File: config.mk
export PLATFORM = sky130hd
export DESIGN_NAME = ocm_output_compare
export DESIGN_NICKNAME = d
export VERILOG_FILES = /design/src/ocm_output_compare.v /design/src/ocm_match.v
export VERILOG_INCLUDE_DIRS = /design/src
export SDC_FILE = /design/constraint.sdc
export NUM_CORES = 1
export LEC_CHECK = 0
export ABC_AREA = 0
export BUFFER_PORTS_ARGS = -buffer_cell sky130_fd_sc_hd__buf_2
export CELL_PAD_IN_SITES_DETAIL_PLACEMENT = 1
export CELL_PAD_IN_SITES_GLOBAL_PLACEMENT = 1
export CORE_AREA = 2 2 124 150
export CTS_CLUSTER_SIZE = 20
export DETAILED_ROUTE_END_ITERATION = 6
export DIE_AREA = 0 0 126 152
export PLACE_DENSITY = 0.7
export SYNTH_ARGS = -nofsm -noshare
export SYNTH_HDL_FRONTEND = slang
export SYNTH_SLANG_ARGS = --single-unit
File: constraint.sdc
create_clock -name SYS_CLK_I -period 3.3 [get_ports SYS_CLK_I]
set_input_delay 0.165 -clock SYS_CLK_I [delete_from_list [all_inputs] [get_ports SYS_CLK_I]]
set_output_delay 0.165 -clock SYS_CLK_I [all_outputs]
set_load 0.03 [all_outputs]
File: src/ocm_defines.vh
`ifndef OCM_DEFINES_VH
`define OCM_DEFINES_VH

// ============================================================
// Register port geometry
`define OCM_ADDR_W 3
`define OCM_DATA_W 16

// ============================================================
// Register indexes on the register port
`define OCM_OFF_CON1 3'h0
`define OCM_OFF_CON2 3'h1
`define OCM_OFF_PRI 3'h2
`define OCM_OFF_SEC 3'h3
`define OCM_OFF_STAT 3'h4
`define OCM_OFF_CNT 3'h5

// ============================================================
// Field positions in compare_channel_control_one
`define OCM_CON1_MODE_LSB 0
`define OCM_CON1_MODE_MSB 2
`define OCM_CON1_CLRSEL_BIT 3

// ============================================================
// Field positions in compare_channel_control_two
`define OCM_CON2_FLAG_BIT 6
`define OCM_CON2_TSRC_BIT 7

// ============================================================
// Field positions in the status register
`define OCM_STAT_PIN_BIT 0
`define OCM_STAT_SEQ_LSB 1
`define OCM_STAT_SEQ_MSB 2

// ============================================================
// Encodings of compare_mode_field
`define OCM_MODE_OFF 3'h0
`define OCM_MODE_SS_HIGH 3'h1
`define OCM_MODE_SS_LOW 3'h2
`define OCM_MODE_TOGGLE 3'h3
`define OCM_MODE_DC_SINGLE 3'h4
`define OCM_MODE_DC_CONT 3'h5
`define OCM_MODE_PWM_EDGE 3'h6
`define OCM_MODE_PWM_CENTER 3'h7

// ============================================================
// Reset values
`define OCM_RST_MODE 3'h0
`define OCM_RST_VALUE 16'h0000
`define OCM_RST_PIN 1'b0

`endif

File: src/ocm_output_compare.v
`timescale 1ns/10ps
`include "ocm_defines.vh"
// Operation
// - Select bit set: secondary match or software clears
// - Select bit clear: only software clears flag
// - Mode 111: high on primary, low secondary
// - Mode 110: high at zero, low primary
// - Mode 101: start low, alternate toggles continuously
// - Mode 100: start low, one pulse
// - Mode 011: toggle on every primary match
// - Mode 010: start high, primary forces low
// - Mode 001: start low, primary forces high
// - Mode 000: channel disabled, pin held low; secondary match still clears flag when select bit set
// - Compare values double-buffered in PWM only
// - One trigger source per channel, outputs 4-7

module ocm_output_compare #(
  parameter CHANNEL_NUM = 1
) (
  // Clock and reset
  input wire SYS_CLK_I,
  input wire NRST_I,
  // Register port
  input wire [`OCM_ADDR_W-1:0] ADDR_I,
  input wire [`OCM_DATA_W-1:0] WDATA_I,
  input wire WR_I,
  input wire RD_I,
  output wire [`OCM_DATA_W-1:0] RDATA_O,
  // Timebase and trigger generator outputs four to seven
  input wire [`OCM_DATA_W-1:0] CHANNEL_TIMER_COUNT_I,
  input wire [3:0] TRIG_GEN_OUT_I,
  // Channel outputs
  output wire COMPARE_OUTPUT_PIN_O,
  output wire TRIGGER_STATUS_FLAG_O
);

  // ============================================================
  // Sequence states for the single-shot and double-compare modes
  localparam [1:0] SEQ_ARMED = 2'b00;
  localparam [1:0] SEQ_FIRST = 2'b01;
  localparam [1:0] SEQ_DONE = 2'b10;

  // ============================================================
  // PWM mode decoding used by the compare value buffering
  function is_pwm;
    input [2:0] mode;
    begin
      is_pwm = (mode == `OCM_MODE_PWM_EDGE) || (mode == `OCM_MODE_PWM_CENTER);
    end
  endfunction

  // ============================================================
  // Declarations
  reg [2:0] compare_mode_field_r;
  reg trig_flag_clear_select_r;
  reg timer_src_sel_r;
  reg trigger_status_flag_r;
  reg trigger_status_flag_nxt;
  reg [`OCM_DATA_W-1:0] pri_buf_r;
  reg [`OCM_DATA_W-1:0] sec_buf_r;
  reg [`OCM_DATA_W-1:0] primary_compare_value_r;
  reg [`OCM_DATA_W-1:0] secondary_compare_value_r;
  reg [`OCM_DATA_W-1:0] trig_count_r;
  reg out_r;
  reg out_nxt;
  reg [1:0] seq_r;
  reg [1:0] seq_nxt;
  reg [`OCM_DATA_W-1:0] rdata_r;
  reg [`OCM_DATA_W-1:0] rdata_nxt;
  wire wr_con1;
  wire wr_con2;
  wire wr_pri;
  wire wr_sec;
  wire [2:0] new_mode;
  wire pwm_now;
  wire trig_evt;
  wire [`OCM_DATA_W-1:0] count;
  wire pri_hit;
  wire sec_hit;
  wire zero_hit;
  wire flag_set;
  wire flag_clr;

  // ============================================================
  // Register write decode
  assign wr_con1 = WR_I && (ADDR_I == `OCM_OFF_CON1);
  assign wr_con2 = WR_I && (ADDR_I == `OCM_OFF_CON2);
  assign wr_pri = WR_I && (ADDR_I == `OCM_OFF_PRI);
  assign wr_sec = WR_I && (ADDR_I == `OCM_OFF_SEC);
  assign new_mode = WDATA_I[`OCM_CON1_MODE_MSB:`OCM_CON1_MODE_LSB];
  assign pwm_now = is_pwm(compare_mode_field_r);

  // ============================================================
  // Trigger source: one generator output per channel
  assign trig_evt = TRIG_GEN_OUT_I[CHANNEL_NUM-1];

  // Trigger-clocked channel count, used when the source bit is set
  always @(posedge SYS_CLK_I) begin
    if (!NRST_I) begin
      trig_count_r <= `OCM_RST_VALUE;
    end else if (trig_evt) begin
      trig_count_r <= trig_count_r + 16'h0001;
    end
  end

  assign count = timer_src_sel_r ? trig_count_r : CHANNEL_TIMER_COUNT_I;

  // ============================================================
  // Comparators against the active compare values
  ocm_match #(
    .W(`OCM_DATA_W)
  ) u_match (
    .clk_i(SYS_CLK_I),
    .nrst_i(NRST_I),
    .count_i(count),
    .pri_i(primary_compare_value_r),
    .sec_i(secondary_compare_value_r),
    .pri_hit_o(pri_hit),
    .sec_hit_o(sec_hit),
    .zero_hit_o(zero_hit)
  );

  // ============================================================
  // Control registers
  always @(posedge SYS_CLK_I) begin
    if (!NRST_I) begin
      compare_mode_field_r <= `OCM_RST_MODE;
      trig_flag_clear_select_r <= 1'b0;
      timer_src_sel_r <= 1'b0;
    end else begin
      if (wr_con1) begin
        compare_mode_field_r <= new_mode;
        trig_flag_clear_select_r <= WDATA_I[`OCM_CON1_CLRSEL_BIT];
      end
      if (wr_con2) begin
        timer_src_sel_r <= WDATA_I[`OCM_CON2_TSRC_BIT];
      end
    end
  end

  // ============================================================
  // Compare values: buffered in PWM, direct otherwise
  always @(posedge SYS_CLK_I) begin
    if (!NRST_I) begin
      pri_buf_r <= `OCM_RST_VALUE;
      sec_buf_r <= `OCM_RST_VALUE;
      primary_compare_value_r <= `OCM_RST_VALUE;
      secondary_compare_value_r <= `OCM_RST_VALUE;
    end else begin
      if (wr_pri) begin
        pri_buf_r <= WDATA_I;
      end
      if (wr_sec) begin
        sec_buf_r <= WDATA_I;
      end
      if (pwm_now) begin
        // Period start loads both buffers together
        if (zero_hit) begin
          primary_compare_value_r <= pri_buf_r;
          secondary_compare_value_r <= sec_buf_r;
        end
      end else begin
        if (wr_pri) begin
          primary_compare_value_r <= WDATA_I;
        end
        if (wr_sec) begin
          secondary_compare_value_r <= WDATA_I;
        end
      end
    end
  end

  // ============================================================
  // Trigger status flag: a set in the same cycle wins over a clear
  assign flag_set = trig_evt || (wr_con2 && WDATA_I[`OCM_CON2_FLAG_BIT]);
  assign flag_clr = (wr_con2 && !WDATA_I[`OCM_CON2_FLAG_BIT])
                    || (trig_flag_clear_select_r && sec_hit);

  always @* begin
    trigger_status_flag_nxt = trigger_status_flag_r;
    if (flag_set) begin
      trigger_status_flag_nxt = 1'b1;
    end else if (flag_clr) begin
      trigger_status_flag_nxt = 1'b0;
    end
  end

  // ============================================================
  // Output pin sequencing
  always @* begin
    out_nxt = out_r;
    seq_nxt = seq_r;
    if (wr_con1) begin
      // Mode write re-arms the sequence and initialises the pin, except toggle mode which holds it
      seq_nxt = SEQ_ARMED;
      case (new_mode)
        `OCM_MODE_SS_LOW: begin
          out_nxt = 1'b1;
        end
        `OCM_MODE_TOGGLE: begin
          out_nxt = out_r;
        end
        default: begin
          out_nxt = 1'b0;
        end
      endcase
    end else begin
      case (compare_mode_field_r)
        `OCM_MODE_OFF: begin
          out_nxt = 1'b0;
        end
        `OCM_MODE_SS_HIGH: begin
          if ((seq_r == SEQ_ARMED) && pri_hit) begin
            out_nxt = 1'b1;
            seq_nxt = SEQ_DONE;
          end
        end
        `OCM_MODE_SS_LOW: begin
          if ((seq_r == SEQ_ARMED) && pri_hit) begin
            out_nxt = 1'b0;
            seq_nxt = SEQ_DONE;
          end
        end
        `OCM_MODE_TOGGLE: begin
          if (pri_hit) begin
            out_nxt = !out_r;
          end
        end
        `OCM_MODE_DC_SINGLE: begin
          if ((seq_r == SEQ_ARMED) && pri_hit) begin
            out_nxt = !out_r;
            seq_nxt = SEQ_FIRST;
          end else if ((seq_r == SEQ_FIRST) && sec_hit) begin
            out_nxt = !out_r;
            seq_nxt = SEQ_DONE;
          end
        end
        `OCM_MODE_DC_CONT: begin
          if ((seq_r == SEQ_ARMED) && pri_hit) begin
            out_nxt = !out_r;
            seq_nxt = SEQ_FIRST;
          end else if ((seq_r == SEQ_FIRST) && sec_hit) begin
            out_nxt = !out_r;
            seq_nxt = SEQ_ARMED;
          end
        end
        `OCM_MODE_PWM_EDGE: begin
          // A match on zero duty keeps the pin low
          if (pri_hit) begin
            out_nxt = 1'b0;
          end else if (zero_hit) begin
            out_nxt = 1'b1;
          end
        end
        `OCM_MODE_PWM_CENTER: begin
          if (sec_hit) begin
            out_nxt = 1'b0;
          end else if (pri_hit) begin
            out_nxt = 1'b1;
          end
        end
        default: begin
          out_nxt = out_r;
        end
      endcase
    end
  end

  // ============================================================
  // Output and flag state
  always @(posedge SYS_CLK_I) begin
    if (!NRST_I) begin
      out_r <= `OCM_RST_PIN;
      seq_r <= SEQ_ARMED;
      trigger_status_flag_r <= 1'b0;
    end else begin
      out_r <= out_nxt;
      seq_r <= seq_nxt;
      trigger_status_flag_r <= trigger_status_flag_nxt;
    end
  end

  // ============================================================
  // Read mux; unmapped indexes read zero
  always @* begin
    rdata_nxt = {`OCM_DATA_W{1'b0}};
    if (RD_I) begin
      case (ADDR_I)
        `OCM_OFF_CON1: begin
          rdata_nxt[`OCM_CON1_MODE_MSB:`OCM_CON1_MODE_LSB] = compare_mode_field_r;
          rdata_nxt[`OCM_CON1_CLRSEL_BIT] = trig_flag_clear_select_r;
        end
        `OCM_OFF_CON2: begin
          rdata_nxt[`OCM_CON2_FLAG_BIT] = trigger_status_flag_r;
          rdata_nxt[`OCM_CON2_TSRC_BIT] = timer_src_sel_r;
        end
        `OCM_OFF_PRI: begin
          rdata_nxt = pri_buf_r;
        end
        `OCM_OFF_SEC: begin
          rdata_nxt = sec_buf_r;
        end
        `OCM_OFF_STAT: begin
          rdata_nxt[`OCM_STAT_PIN_BIT] = out_r;
          rdata_nxt[`OCM_STAT_SEQ_MSB:`OCM_STAT_SEQ_LSB] = seq_r;
        end
        `OCM_OFF_CNT: begin
          rdata_nxt = count;
        end
        default: begin
          rdata_nxt = {`OCM_DATA_W{1'b0}};
        end
      endcase
    end
  end

  // Read data stands for one cycle after the strobe
  always @(posedge SYS_CLK_I) begin
    if (!NRST_I) begin
      rdata_r <= {`OCM_DATA_W{1'b0}};
    end else begin
      rdata_r <= rdata_nxt;
    end
  end

  // ============================================================
  // Outputs straight from flip-flops
  assign RDATA_O = rdata_r;
  assign COMPARE_OUTPUT_PIN_O = out_r;
  assign TRIGGER_STATUS_FLAG_O = trigger_status_flag_r;

endmodule

File: src/ocm_match.v
`timescale 1ns/10ps
`include "ocm_defines.vh"

module ocm_match #(
  parameter W = `OCM_DATA_W
) (
  // Clock and reset
  input wire clk_i,
  input wire nrst_i,
  // Count and compare values
  input wire [W-1:0] count_i,
  input wire [W-1:0] pri_i,
  input wire [W-1:0] sec_i,
  // Match events, one cycle each
  output wire pri_hit_o,
  output wire sec_hit_o,
  output wire zero_hit_o
);

  // ============================================================
  // Count change detection
  reg [W-1:0] prev_r;
  reg seen_r;
  wire fresh;
  wire [3*W-1:0] refs;
  wire [2:0] hits;

  // Previous count, so a count that stalls matches only once
  always @(posedge clk_i) begin
    if (!nrst_i) begin
      prev_r <= {W{1'b0}};
      seen_r <= 1'b0;
    end else begin
      prev_r <= count_i;
      seen_r <= 1'b1;
    end
  end

  assign fresh = !seen_r || (count_i != prev_r);
  assign refs = {{W{1'b0}}, sec_i, pri_i};

  // ============================================================
  // One comparator per reference value
  genvar g;
  generate
    for (g = 0; g < 3; g = g + 1) begin : cmp
      assign hits[g] = fresh && (count_i == refs[g*W +: W]);
    end
  endgenerate

  assign pri_hit_o = hits[0];
  assign sec_hit_o = hits[1];
  assign zero_hit_o = hits[2];

endmodule

==> results of run 1 <==
-- where the power goes --
group	switching, uW	internal (uW)	total (uW)
logic	216	154	369
clock network	723	1440	2160
registers	34.7	1510	1550
-- stage by stage --
step	std cells	area, um2	hold slack [ps]	setup WS, ps
after detailed placement	942	6633	344.6	270.2
after floorplan	678	6097	192.7	713.8
after global routing	982	7396	3.294	17.93
after global placement	942	6633	342.9	339.3
after CTS	982	7396	0.6083	217.7
final	982	7396	2.440	277.2
-- sequential cells by signal (all words and copies together), names as in the netlist, 2 cells and up --
signal,cells
secondary_compare_value_r,16
compare_mode_field_r,3
primary_compare_value_r,16
pri_buf_r,16
sec_buf_r,16
seq_r,2
u_match.prev_r,16
RDATA_O,16
trig_count_r,16
-- critical path: stages, from the launching register on --
cell and delay, ps:
dfxtp_1 350, buf_12 220, mux2i_2 350, buf_4 210, xnor2_1 110, nor4_1 330, nand4_1 310, nor4_2 470
or4_4 240, a21oi_2 60, a311oi_2 240
-- cell type report --
cell class	instances	area [um2]	area share
well taps	224	280.3	0.03790
clock inverters	14	244.0	0.03299
inverters	4	16.27	0.002199
flip-flops and latches	122	2442	0.3302
multi-input cells	512	3398	0.4595
clock buffers	18	439.2	0.05938
repair buffers	88	575.6	0.07782
-- cells in the final DEF, fill, tap and decap left out, drive strengths merged, types with 8 or more instances in the layout --
cell / count
dfxtp: 122
nor2: 81
nor4: 12
a211oi: 32
and2: 29
a21oi: 82
xnor2: 34
nand4: 10
clkbuf: 18
o22ai: 10
xor2: 27
mux2i: 32
o21ai: 9
nand2: 99
buf: 80
dlygate4sd3: 8
-- routing by layer --
metal / track usage / part of all wire / up-vias
met2: 0.3469 / 0.52 / 105
met5: 0 / 0 / -
li1: - / - / 2483
met3: 0.04190 / 0.033 / 32
met1: 0.2392 / 0.42 / 2552
met4: 0.07483 / 0.026 / 0
-- logic make-up (layout without fill, tap and decap cells) --
group,Yosys count,in the layout
AND/OR/NAND/NOR,265,265
AO/OA/AOI/OAI,152,152
flip-flops,122,122
XOR/XNOR,61,61
buffers and inverters,44,124
multiplexers,33,33
adder cells (fa/ha/maj),1,1
-- worst min path at each step --
stage / from / endpoint / slack, ps
global route: WDATA_I[9] / pri_buf_r[9]$_SDFFE_PN0P_ / 3
finish: WDATA_I[9] / sec_buf_r[9]$_SDFFE_PN0P_ / 2
detailed placement: NRST_I / u_match.seen_r$_DFF_P_ / 340
floorplan: NRST_I / u_match.seen_r$_DFF_P_ / 190
global placement: NRST_I / u_match.seen_r$_DFF_P_ / 340
CTS: WDATA_I[9] / pri_buf_r[9]$_SDFFE_PN0P_ / 0.6
-- what timing repair did --
| item | 4_1_cts | 5_1_grt |
|---|---|---|
| hold buffers | 8 | 0 |
| endpoints found under the hold margin | 14 | 0 |
| resized for setup | 0 | 0 |
==> flow_summary.ini, run 1 <==
[global_routing]
grt_pass1_vias = 5666
grt_overflow = 0
grt_use_total = 0.1990
grt_pass1_wl_um = 30220
antenna_found_initial = 0
grt_max_degree = 58

[setup_path]
rrSetupSlack_ps = 280
cp-endpoint = COMPARE_OUTPUT_PIN_O$_SDFFE_PN0P_
worstPathRequired_ps = 3620
critPathKind = flip-flop to flip-flop
cp_max_fo = 19
startpoint_type = flip-flop
r2r-end = COMPARE_OUTPUT_PIN_O$_SDFFE_PN0P_
reg2reg_depth = 10
worstReg2RegStart = timer_src_sel_r$_SDFFE_PN0P_
cp-end-kind = flip-flop
worstPathArrival_ps = 3340
critical_path.startpoint = timer_src_sel_r$_SDFFE_PN0P_

[synth]
syn_avg_cell_area_um2 = 8.993
yosys_warnings = 0
synth_top_cell_area_share = 0.4006
synth_compound_area_frac = 0.1802
yosysTopAreaCell = dfxtp_1
synth_fa_ha_area_frac = 0.002052
synthesis.nets = 722
yosysUniqueCellTypes = 58
synthTopCellsByCount = dfxtp_1, nand2_1, a21oi_1, nor2_1, xnor2_1
ys_ff_latch = 122
synthSimpleGateAreaFrac = 0.2161
syn_inst = 678
yosysSeqAreaShare = 0.4006
synth_area_leaders = dfxtp_1, a21oi_1, nand2_1
synth_xor_area_frac = 0.08763
syn-cell-area_um2 = 6097
synth_top_family_by_area = simple AND/OR/NAND/NOR gates
synth_most_common_cell = dfxtp_1
synth_enable_flop_cells = 0
synthMuxAreaShare = 0.07141
ys_async_sr_fraction = 0
synth_top_flop_cell = dfxtp_1

[cells_and_area]
final_util = 0.4146
finalNetCount = 789
drive_gt1_frac = 0.2599
antenna_cells = 0
area_growth_pct = 21.30
fill_cells = 2078

[run]
cap_violations = 0

[sta]
rsz0062_at_grt = no
finalSetupViolations = 0
min_period_ps = 3023
finalSetupTns_ps = 0
hold_viol = 0
relSlewSlack = 0.3277
fmax_mhz = 330.8
tightest_slew_ps = 1001
finClkSkew_ps = 9.208
slew_viol_final = 0
period_share = 0.9160

[clock_tree]
cts_tree = built
post-cts-setup-buffers = 0
clock_latency_ps = 430
cts_sinks = 122
numCtsBuffers = 17
clockBufferDepth = 2
cts-root-buf = clkbuf_16
clkTransAtPathRegs_ps = 60
htreeDepth = 4

[floorplan]
initial_utilization = 0.3418
dieArea_um2 = 19150
die_w_um = 126
fp-row-count = 54
die_h_um = 152
coreArea_um2 = 17840
io_pins = 61

[routing]
dr.pass1.iters = 5
routed_wirelength_um = 18510
vias = 5172
ant_nets = 0
wire_per_inst_um = 18.85
drt_iter0_markers = 262
via_per_inst = 5.267
drc_errors = 0

[outcome]
run_status = finished clean

[place]
hpwl_um = 13430
port_buffers = 57
gp_congestion = 0.8465

[power_and_ir_drop]
p_total_uw = 4082
vdd_drop_max_mv = 0.3168
leakage_uw = 0.002707
powerDensity_nw_per_um2 = 551.9

[worst_hold_path]
min_path_cells = 3
hold_path.class = input port to flip-flop
No activity file was read; power rests on OpenSTA's default activity.
==> run 2, diff against run 1 <==
--- a/config.mk
+++ b/config.mk
@@ -10,11 +10,12 @@
 export BUFFER_PORTS_ARGS = -buffer_cell sky130_fd_sc_hd__buf_2
 export CELL_PAD_IN_SITES_DETAIL_PLACEMENT = 1
 export CELL_PAD_IN_SITES_GLOBAL_PLACEMENT = 1
-export CORE_AREA = 2 2 124 150
+export CORE_AREA = 2 2 126 152
 export CTS_CLUSTER_SIZE = 20
 export DETAILED_ROUTE_END_ITERATION = 6
-export DIE_AREA = 0 0 126 152
+export DIE_AREA = 0 0 128 154
 export PLACE_DENSITY = 0.7
 export SYNTH_ARGS = -nofsm -noshare
 export SYNTH_HDL_FRONTEND = slang
+export SYNTH_HIERARCHICAL = 1
 export SYNTH_SLANG_ARGS = --single-unit
==> run 2 against run 1 <==
  * Fmax down 2.1%
  * Cell area decreased by 2.2%
  * Via count rose by 1.7%
  * Sequential share of layout area grew 0.74 points
  * First-iteration DRC count up 26%
  * Synthesized area up 2.6%
  * Clock-buffer cell count grew 5
  * Hold slack better by 15 ps
  * Register-to-register slack got worse by 60 ps
  * Core utilization decreased by 1.5 points
  * Flip-flop and latch count is the same
==> flow_summary.ini, run 2 <==
[synth]
yosysTopAreaCell = dfxtp_1
synth_area_leaders = dfxtp_1, nand2_1, a21boi_0
ys_ff_latch = 122
yosys_warnings = 6
ys_async_sr_fraction = 0
syn_avg_cell_area_um2 = 9.076
synth_top_flop_cell = dfxtp_1
yosysUniqueCellTypes = 60
synthesis.nets = 733
syn-cell-area_um2 = 6253
synth_most_common_cell = dfxtp_1
syn_inst = 689
synthTopCellsByCount = dfxtp_1, nand2_1, a21boi_0, a21oi_1, xor2_1
yosysSeqAreaShare = 0.3906
synth_top_cell_area_share = 0.3906
synth_enable_flop_cells = 0

[worst_hold_path]
min_path_cells = 3
hold_start = WDATA_I[5]
hold_path.class = input port to flip-flop
worstHoldEndpoint = pri_buf_r[5]$_SDFFE_PN0P_

[sta]
layout_setup_ws_ps = 212.4
hold_viol = 0
rsz0062_at_grt = no
min_period_ps = 3088
hold_ws_ps = 17.15
fmax_mhz = 323.9
finClkSkew_ps = 14.10
slew_viol_final = 0
finalSetupViolations = 0
tightest_slew_ps = 852.4
relSlewSlack = 0.4311
finalSetupTns_ps = 0
period_share = 0.9356

[setup_path]
worstPathArrival_ps = 3400
cp-end-kind = flip-flop
slowest_delay_ps = 470
r2r-end = COMPARE_OUTPUT_PIN_O$_SDFFE_PN0P_
cp_max_fo = 16
worstPathRequired_ps = 3610
rrSetupSlack_ps = 210
worstPathCellList = buf_12 -> mux2_2 -> xor2_1 -> nor4_1 -> nand4_1 -> a21oi_1 -> or3b_2 -> nand4_1 -> a21oi_1 -> o211a_1
critPathKind = flip-flop to flip-flop
startpoint_type = flip-flop
cp_slowest_cell = or3b_2
reg2reg_depth = 10
worstReg2RegStart = timer_src_sel_r$_SDFFE_PN0N_

[global_routing]
antenna_found_initial = 0
grt_max_degree = 82
grt_overflow = 0
grt_pass1_wl_um = 29770
grt_use_total = 0.1928
grt_pass1_vias = 5617

[clock_tree]
clockBufferDepth = 2
numCtsBuffers = 17
htreeDepth = 4
cts_tree = built
cts-root-buf = clkbuf_16
hold_buffers = 3
clkTransAtPathRegs_ps = 50
cts_sinks = 122
clock_latency_ps = 420
ctsResizeCount = 0
post-cts-setup-buffers = 0

[routing]
wire_per_inst_um = 18.69
drc_errors = 0
routed_wirelength_um = 18070
drt_iter0_markers = 330
vias = 5260
dr.pass1.iters = 4
via_per_inst = 5.440
ant_nets = 0

[cells_and_area]
antenna_cells = 0
finalNetCount = 775
final_common_cell = dfxtp_1
area_growth_pct = 15.67
drive_gt1_frac = 0.1857
final_util = 0.3995
final_cell_mix = dfxtp_1, nand2_1, buf_2, a21boi_0, a21oi_1
fill_cells = 2104
final_cells = 967

[power_and_ir_drop]
leakage_uw = 0.003131
powerDensity_nw_per_um2 = 509.2
vdd_drop_max_mv = 0.3589

[floorplan]
die_h_um = 154
coreArea_um2 = 18110
die_w_um = 128
dieArea_um2 = 19710
initial_utilization = 0.3454
fp-row-count = 54
io_pins = 61

[place]
place_ws_ps = 253.7
place.detailed.instances = 933
hpwl_um = 12940
gp_congestion = 0.8121
port_buffers = 57

[outcome]
run_status = finished clean

[run]
cap_violations = 0
==> run 2: changes by cell type in the layout (fill, tap and decap cells not counted), moves of 17 or more <==
cell      previous run  this run
nor2_1              53        17
a211oi_2            28         0
nor2_2              28         1
a21boi_0             0        48
o211a_1              1        33
nand2_1             99       120
a21oi_1             81        44
mux2_2               1        18
==> run 2: critical path, delay by kind of cell, from the launching register on <==
kind / cells / cell delay (ps)
AND/OR/NAND/NOR: 4 / 1110
buffers and inverters: 1 / 180
flip-flops: 1 / 400
XOR/XNOR: 1 / 190
AO/OA/AOI/OAI: 3 / 630
multiplexers: 1 / 450
==> run 2: area by class of cell <==
class,count,area (um2),share of cell area
Clock buffer,23,467.9,0.06469
Clock inverter,8,95.09,0.01315
Inverter,2,7.507,0.001038
Multi-Input combinational cell,517,3517,0.4862
Sequential cell,122,2442,0.3377
Tap cell,224,280.3,0.03875
Timing Repair Buffer,71,422.9,0.05847
==> run 2: kinds of logic after synthesis <==
| logic type | synth area share |
|---|---|
| AND/OR/NAND/NOR | 0.2145 |
| AO/OA/AOI/OAI | 0.1989 |
| flip-flops | 0.3906 |
| XOR/XNOR | 0.08263 |
| buffers and inverters | 0.04702 |
| multiplexers | 0.06442 |
| adder cells (fa/ha/maj) | 0.002000 |
==> run 2: routing by layer <==
metal / up-vias / GRT usage / share of wire
li1: 2507 / - / -
met3: 26 / 0.04071 / 0.034
met2: 103 / 0.3242 / 0.49
met4: 0 / 0.06698 / 0.019
met5: - / 0 / 0
met1: 2624 / 0.2437 / 0.45
==> run 2: how the worst max path moves through the flow <==
stage,startpoint,end,depth (start not counted)
floorplan,timer_src_sel_r$_SDFFE_PN0N_,COMPARE_OUTPUT_PIN_O$_SDFFE_PN0P_,11
global placement,timer_src_sel_r$_SDFFE_PN0N_,COMPARE_OUTPUT_PIN_O$_SDFFE_PN0P_,10
detailed placement,timer_src_sel_r$_SDFFE_PN0N_,COMPARE_OUTPUT_PIN_O$_SDFFE_PN0P_,10
CTS,timer_src_sel_r$_SDFFE_PN0N_,COMPARE_OUTPUT_PIN_O$_SDFFE_PN0P_,10
global route,timer_src_sel_r$_SDFFE_PN0N_,COMPARE_OUTPUT_PIN_O$_SDFFE_PN0P_,10
finish,timer_src_sel_r$_SDFFE_PN0N_,COMPARE_OUTPUT_PIN_O$_SDFFE_PN0P_,10
==> run 2: report_power, final <==
part | switching (uW) | total [uW] | internal (uW)
Combinational | 198 | 337 | 139
Clock | 658 | 1800 | 1140
Sequential | 31.7 | 1550 | 1520
Total | 888 | 3680 | 2790
==> run 2: through the flow <==
| stage | total power, uW | cell area, um2 |
|---|---|---|
| detailed placement | 1912 | 6640 |
| global route | 3824 | 7233 |
| CTS | 3713 | 7233 |
| global placement | 1898 | 6640 |
| floorplan | 1809 | 6254 |
| finish | 3683 | 7233 |
==> run 3, diff against run 2 <==
--- a/config.mk
+++ b/config.mk
@@ -14,6 +14,7 @@
 export CTS_CLUSTER_SIZE = 20
 export DETAILED_ROUTE_END_ITERATION = 6
 export DIE_AREA = 0 0 128 154
+export GPL_TIMING_DRIVEN = 0
 export PLACE_DENSITY = 0.7
 export SYNTH_ARGS = -nofsm -noshare
 export SYNTH_HDL_FRONTEND = slang
==> run 3 against run 2 <==
  * Highest routed layer unchanged
  * Hold slack worse by 6.4 ps
  * Global-route usage is 2.0 points higher
  * Power is 5.1% higher
  * Core utilization is 1.5 points higher
  * Combinational power is 9.8% higher
  * Critical path type unchanged
  * Cell area is 3.7% higher
  * Flip-flop and latch count stayed put
  * Sequential power hardly changed
  * First-iteration DRC count is 3.6% lower
  * Register-to-register slack worse by 120 ps
  * Largest power group unchanged
  * Non-clock buffer count is 35 higher
==> flow_summary.ini, run 3 (same netlist as run 2, synthesis figures left out) <==
[clock_tree]
cts_tree = built
cts_sinks = 122
numCtsBuffers = 17
clkTransAtPathRegs_ps = 50
htreeDepth = 4
clockBufferDepth = 2
cts-root-buf = clkbuf_16
clock_latency_ps = 420

[worst_hold_path]
hold_path.class = input port to flip-flop

[routing]
drc_errors = 0
ant_nets = 0
wire_per_inst_um = 20.18
dr.pass1.iters = 4
drt_iter0_markers = 318
via_per_inst = 5.310
routed_wirelength_um = 20240
vias = 5326

[place]
hpwl_um = 15690
port_buffers = 53
gp_congestion = 0.8481
place.detailed.instances = 966

[sta]
finalSetupTns_ps = 0
finalSetupViolations = 0
rsz0062_at_grt = no
tightest_slew_ps = 671.8
period_share = 0.9721
relSlewSlack = 0.5521
fmax_mhz = 311.7
finClkSkew_ps = 4.667
slew_viol_final = 0
hold_viol = 0
min_period_ps = 3208

[cells_and_area]
finalNetCount = 810
final_util = 0.4141
area_growth_pct = 19.91
antenna_cells = 0
final_cell_mix = dfxtp_1, nand2_1, buf_2, a21boi_0, a21oi_1
final_cells = 1003
drive_gt1_frac = 0.2028
final_common_cell = dfxtp_1

[setup_path]
critical_path_buf_inv_count = 2
worstPathArrival_ps = 3520
worstPathCellList = buf_4 -> buf_6 -> mux2_2 -> xor2_1 -> nor4_2 -> nand4_1 -> a21oi_4 -> or3b_2 -> nand4_1 -> a21oi_1 -> o211a_1
slowest_delay_ps = 470
critPathKind = flip-flop to flip-flop
cp_max_fo = 10
cp_common_cell = nand4_1
cp-end-kind = flip-flop
worstPathRequired_ps = 3610
startpoint_type = flip-flop
cp_top_family = simple AND/OR/NAND/NOR gates
cp_slowest_cell = or3b_2

[global_routing]
grt_overflow = 0
grt_max_degree = 17
grt_pass1_vias = 5731
grt_pass1_wl_um = 32110
antenna_found_initial = 0
grt_use_total = 0.2133

[power_and_ir_drop]
powerDensity_nw_per_um2 = 516.4
leakage_uw = 0.003278
vdd_drop_max_mv = 0.3251

[floorplan]
fp-row-count = 54
coreArea_um2 = 18110
initial_utilization = 0.3454
die_h_um = 154
io_pins = 61
dieArea_um2 = 19710
die_w_um = 128

[outcome]
run_status = finished clean

[run]
cap_violations = 0
[run 3: cell count changes in the layout (fill, tap and decap cells not counted), moves of 6 or more]
cell / before / now
clkbuf_1: 4 / 21
buf_2: 57 / 69
buf_6: 0 / 10
buf_4: 9 / 3
[run 3: area by class of cell]
cell class	count	area, um2
buffer	48	286.5
clock buffer	20	446.7
multi-input combinational	517	3547
tap	224	280.3
timing repair buffer	58	315.3
sequential	122	2442
clock inverter	12	172.7
fill	2115	10610
inverter	2	7.507
[run 3: layer usage]
layer  share of wire  global-route usage  vias to the layer above
met2            0.51              0.3741                      111
met3           0.036             0.03967                       25
met5               0                   0                        -
li1                -                   -                     2575
met1            0.43              0.2589                     2615
met4           0.018             0.07640                        0
[run 3: timing repair]
| item | in CTS | in global routing |
|---|---|---|
| hold endpoints to repair | 5 | 0 |
| endpoints found under the setup margin | 1 | 22 |
| setup buffers | 0 | 0 |
| hold buffers | 5 | 0 |
| gates resized for setup | 3 | 2 |
| pin swaps | 0 | 1 |
[run 3: path summary, 6_finish.rpt]
kind / depth (start not counted) / slack [ps] / startpoint / end
min: 3 / 10 / WDATA_I[15] / pri_buf_r[15]$_SDFFE_PN0P_
max reg2reg: 11 / 90 / timer_src_sel_r$_SDFFE_PN0N_ / COMPARE_OUTPUT_PIN_O$_SDFFE_PN0P_
min reg2reg: 2 / 480 / pri_buf_r[10]$_SDFFE_PN0P_ / pri_buf_r[10]$_SDFFE_PN0P_
max: 11 / 90 / timer_src_sel_r$_SDFFE_PN0N_ / COMPARE_OUTPUT_PIN_O$_SDFFE_PN0P_
[run 3: per-stage QoR]
| stage | power [uW] | area, um2 | setup slack [ps] | hold slack (ps) |
|---|---|---|---|---|
| floorplan | 1809 | 6254 | 582.7 | 192.7 |
| global placement | 1923 | 6799 | -52.84 | 427.3 |
| detailed placement | 1937 | 6799 | -166.5 | 436.0 |
| CTS | 3900 | 7482 | 2.742 | 3.985 |
| global route | 4003 | 7498 | 3.572 | 18.86 |
| finish | 3872 | 7498 | 91.99 | 10.72 |
[run 3: worst register-to-register path: stages, from the launching register on]
cell and delay (ps):
dfxtp_1 300, buf_4 180, buf_6 180, mux2_2 440, xor2_1 200, nor4_2 360
nand4_1 230, a21oi_4 290, or3b_2 480, nand4_1 110, a21oi_1 90, o211a_1 240
[run 3: where the power goes]
group / switching, uW / leakage [uW] / internal [uW]
logic: 219 / 0.00199 / 151
registers: 32.1 / 0.000992 / 1520
clock network: 676 / 0.000300 / 1280
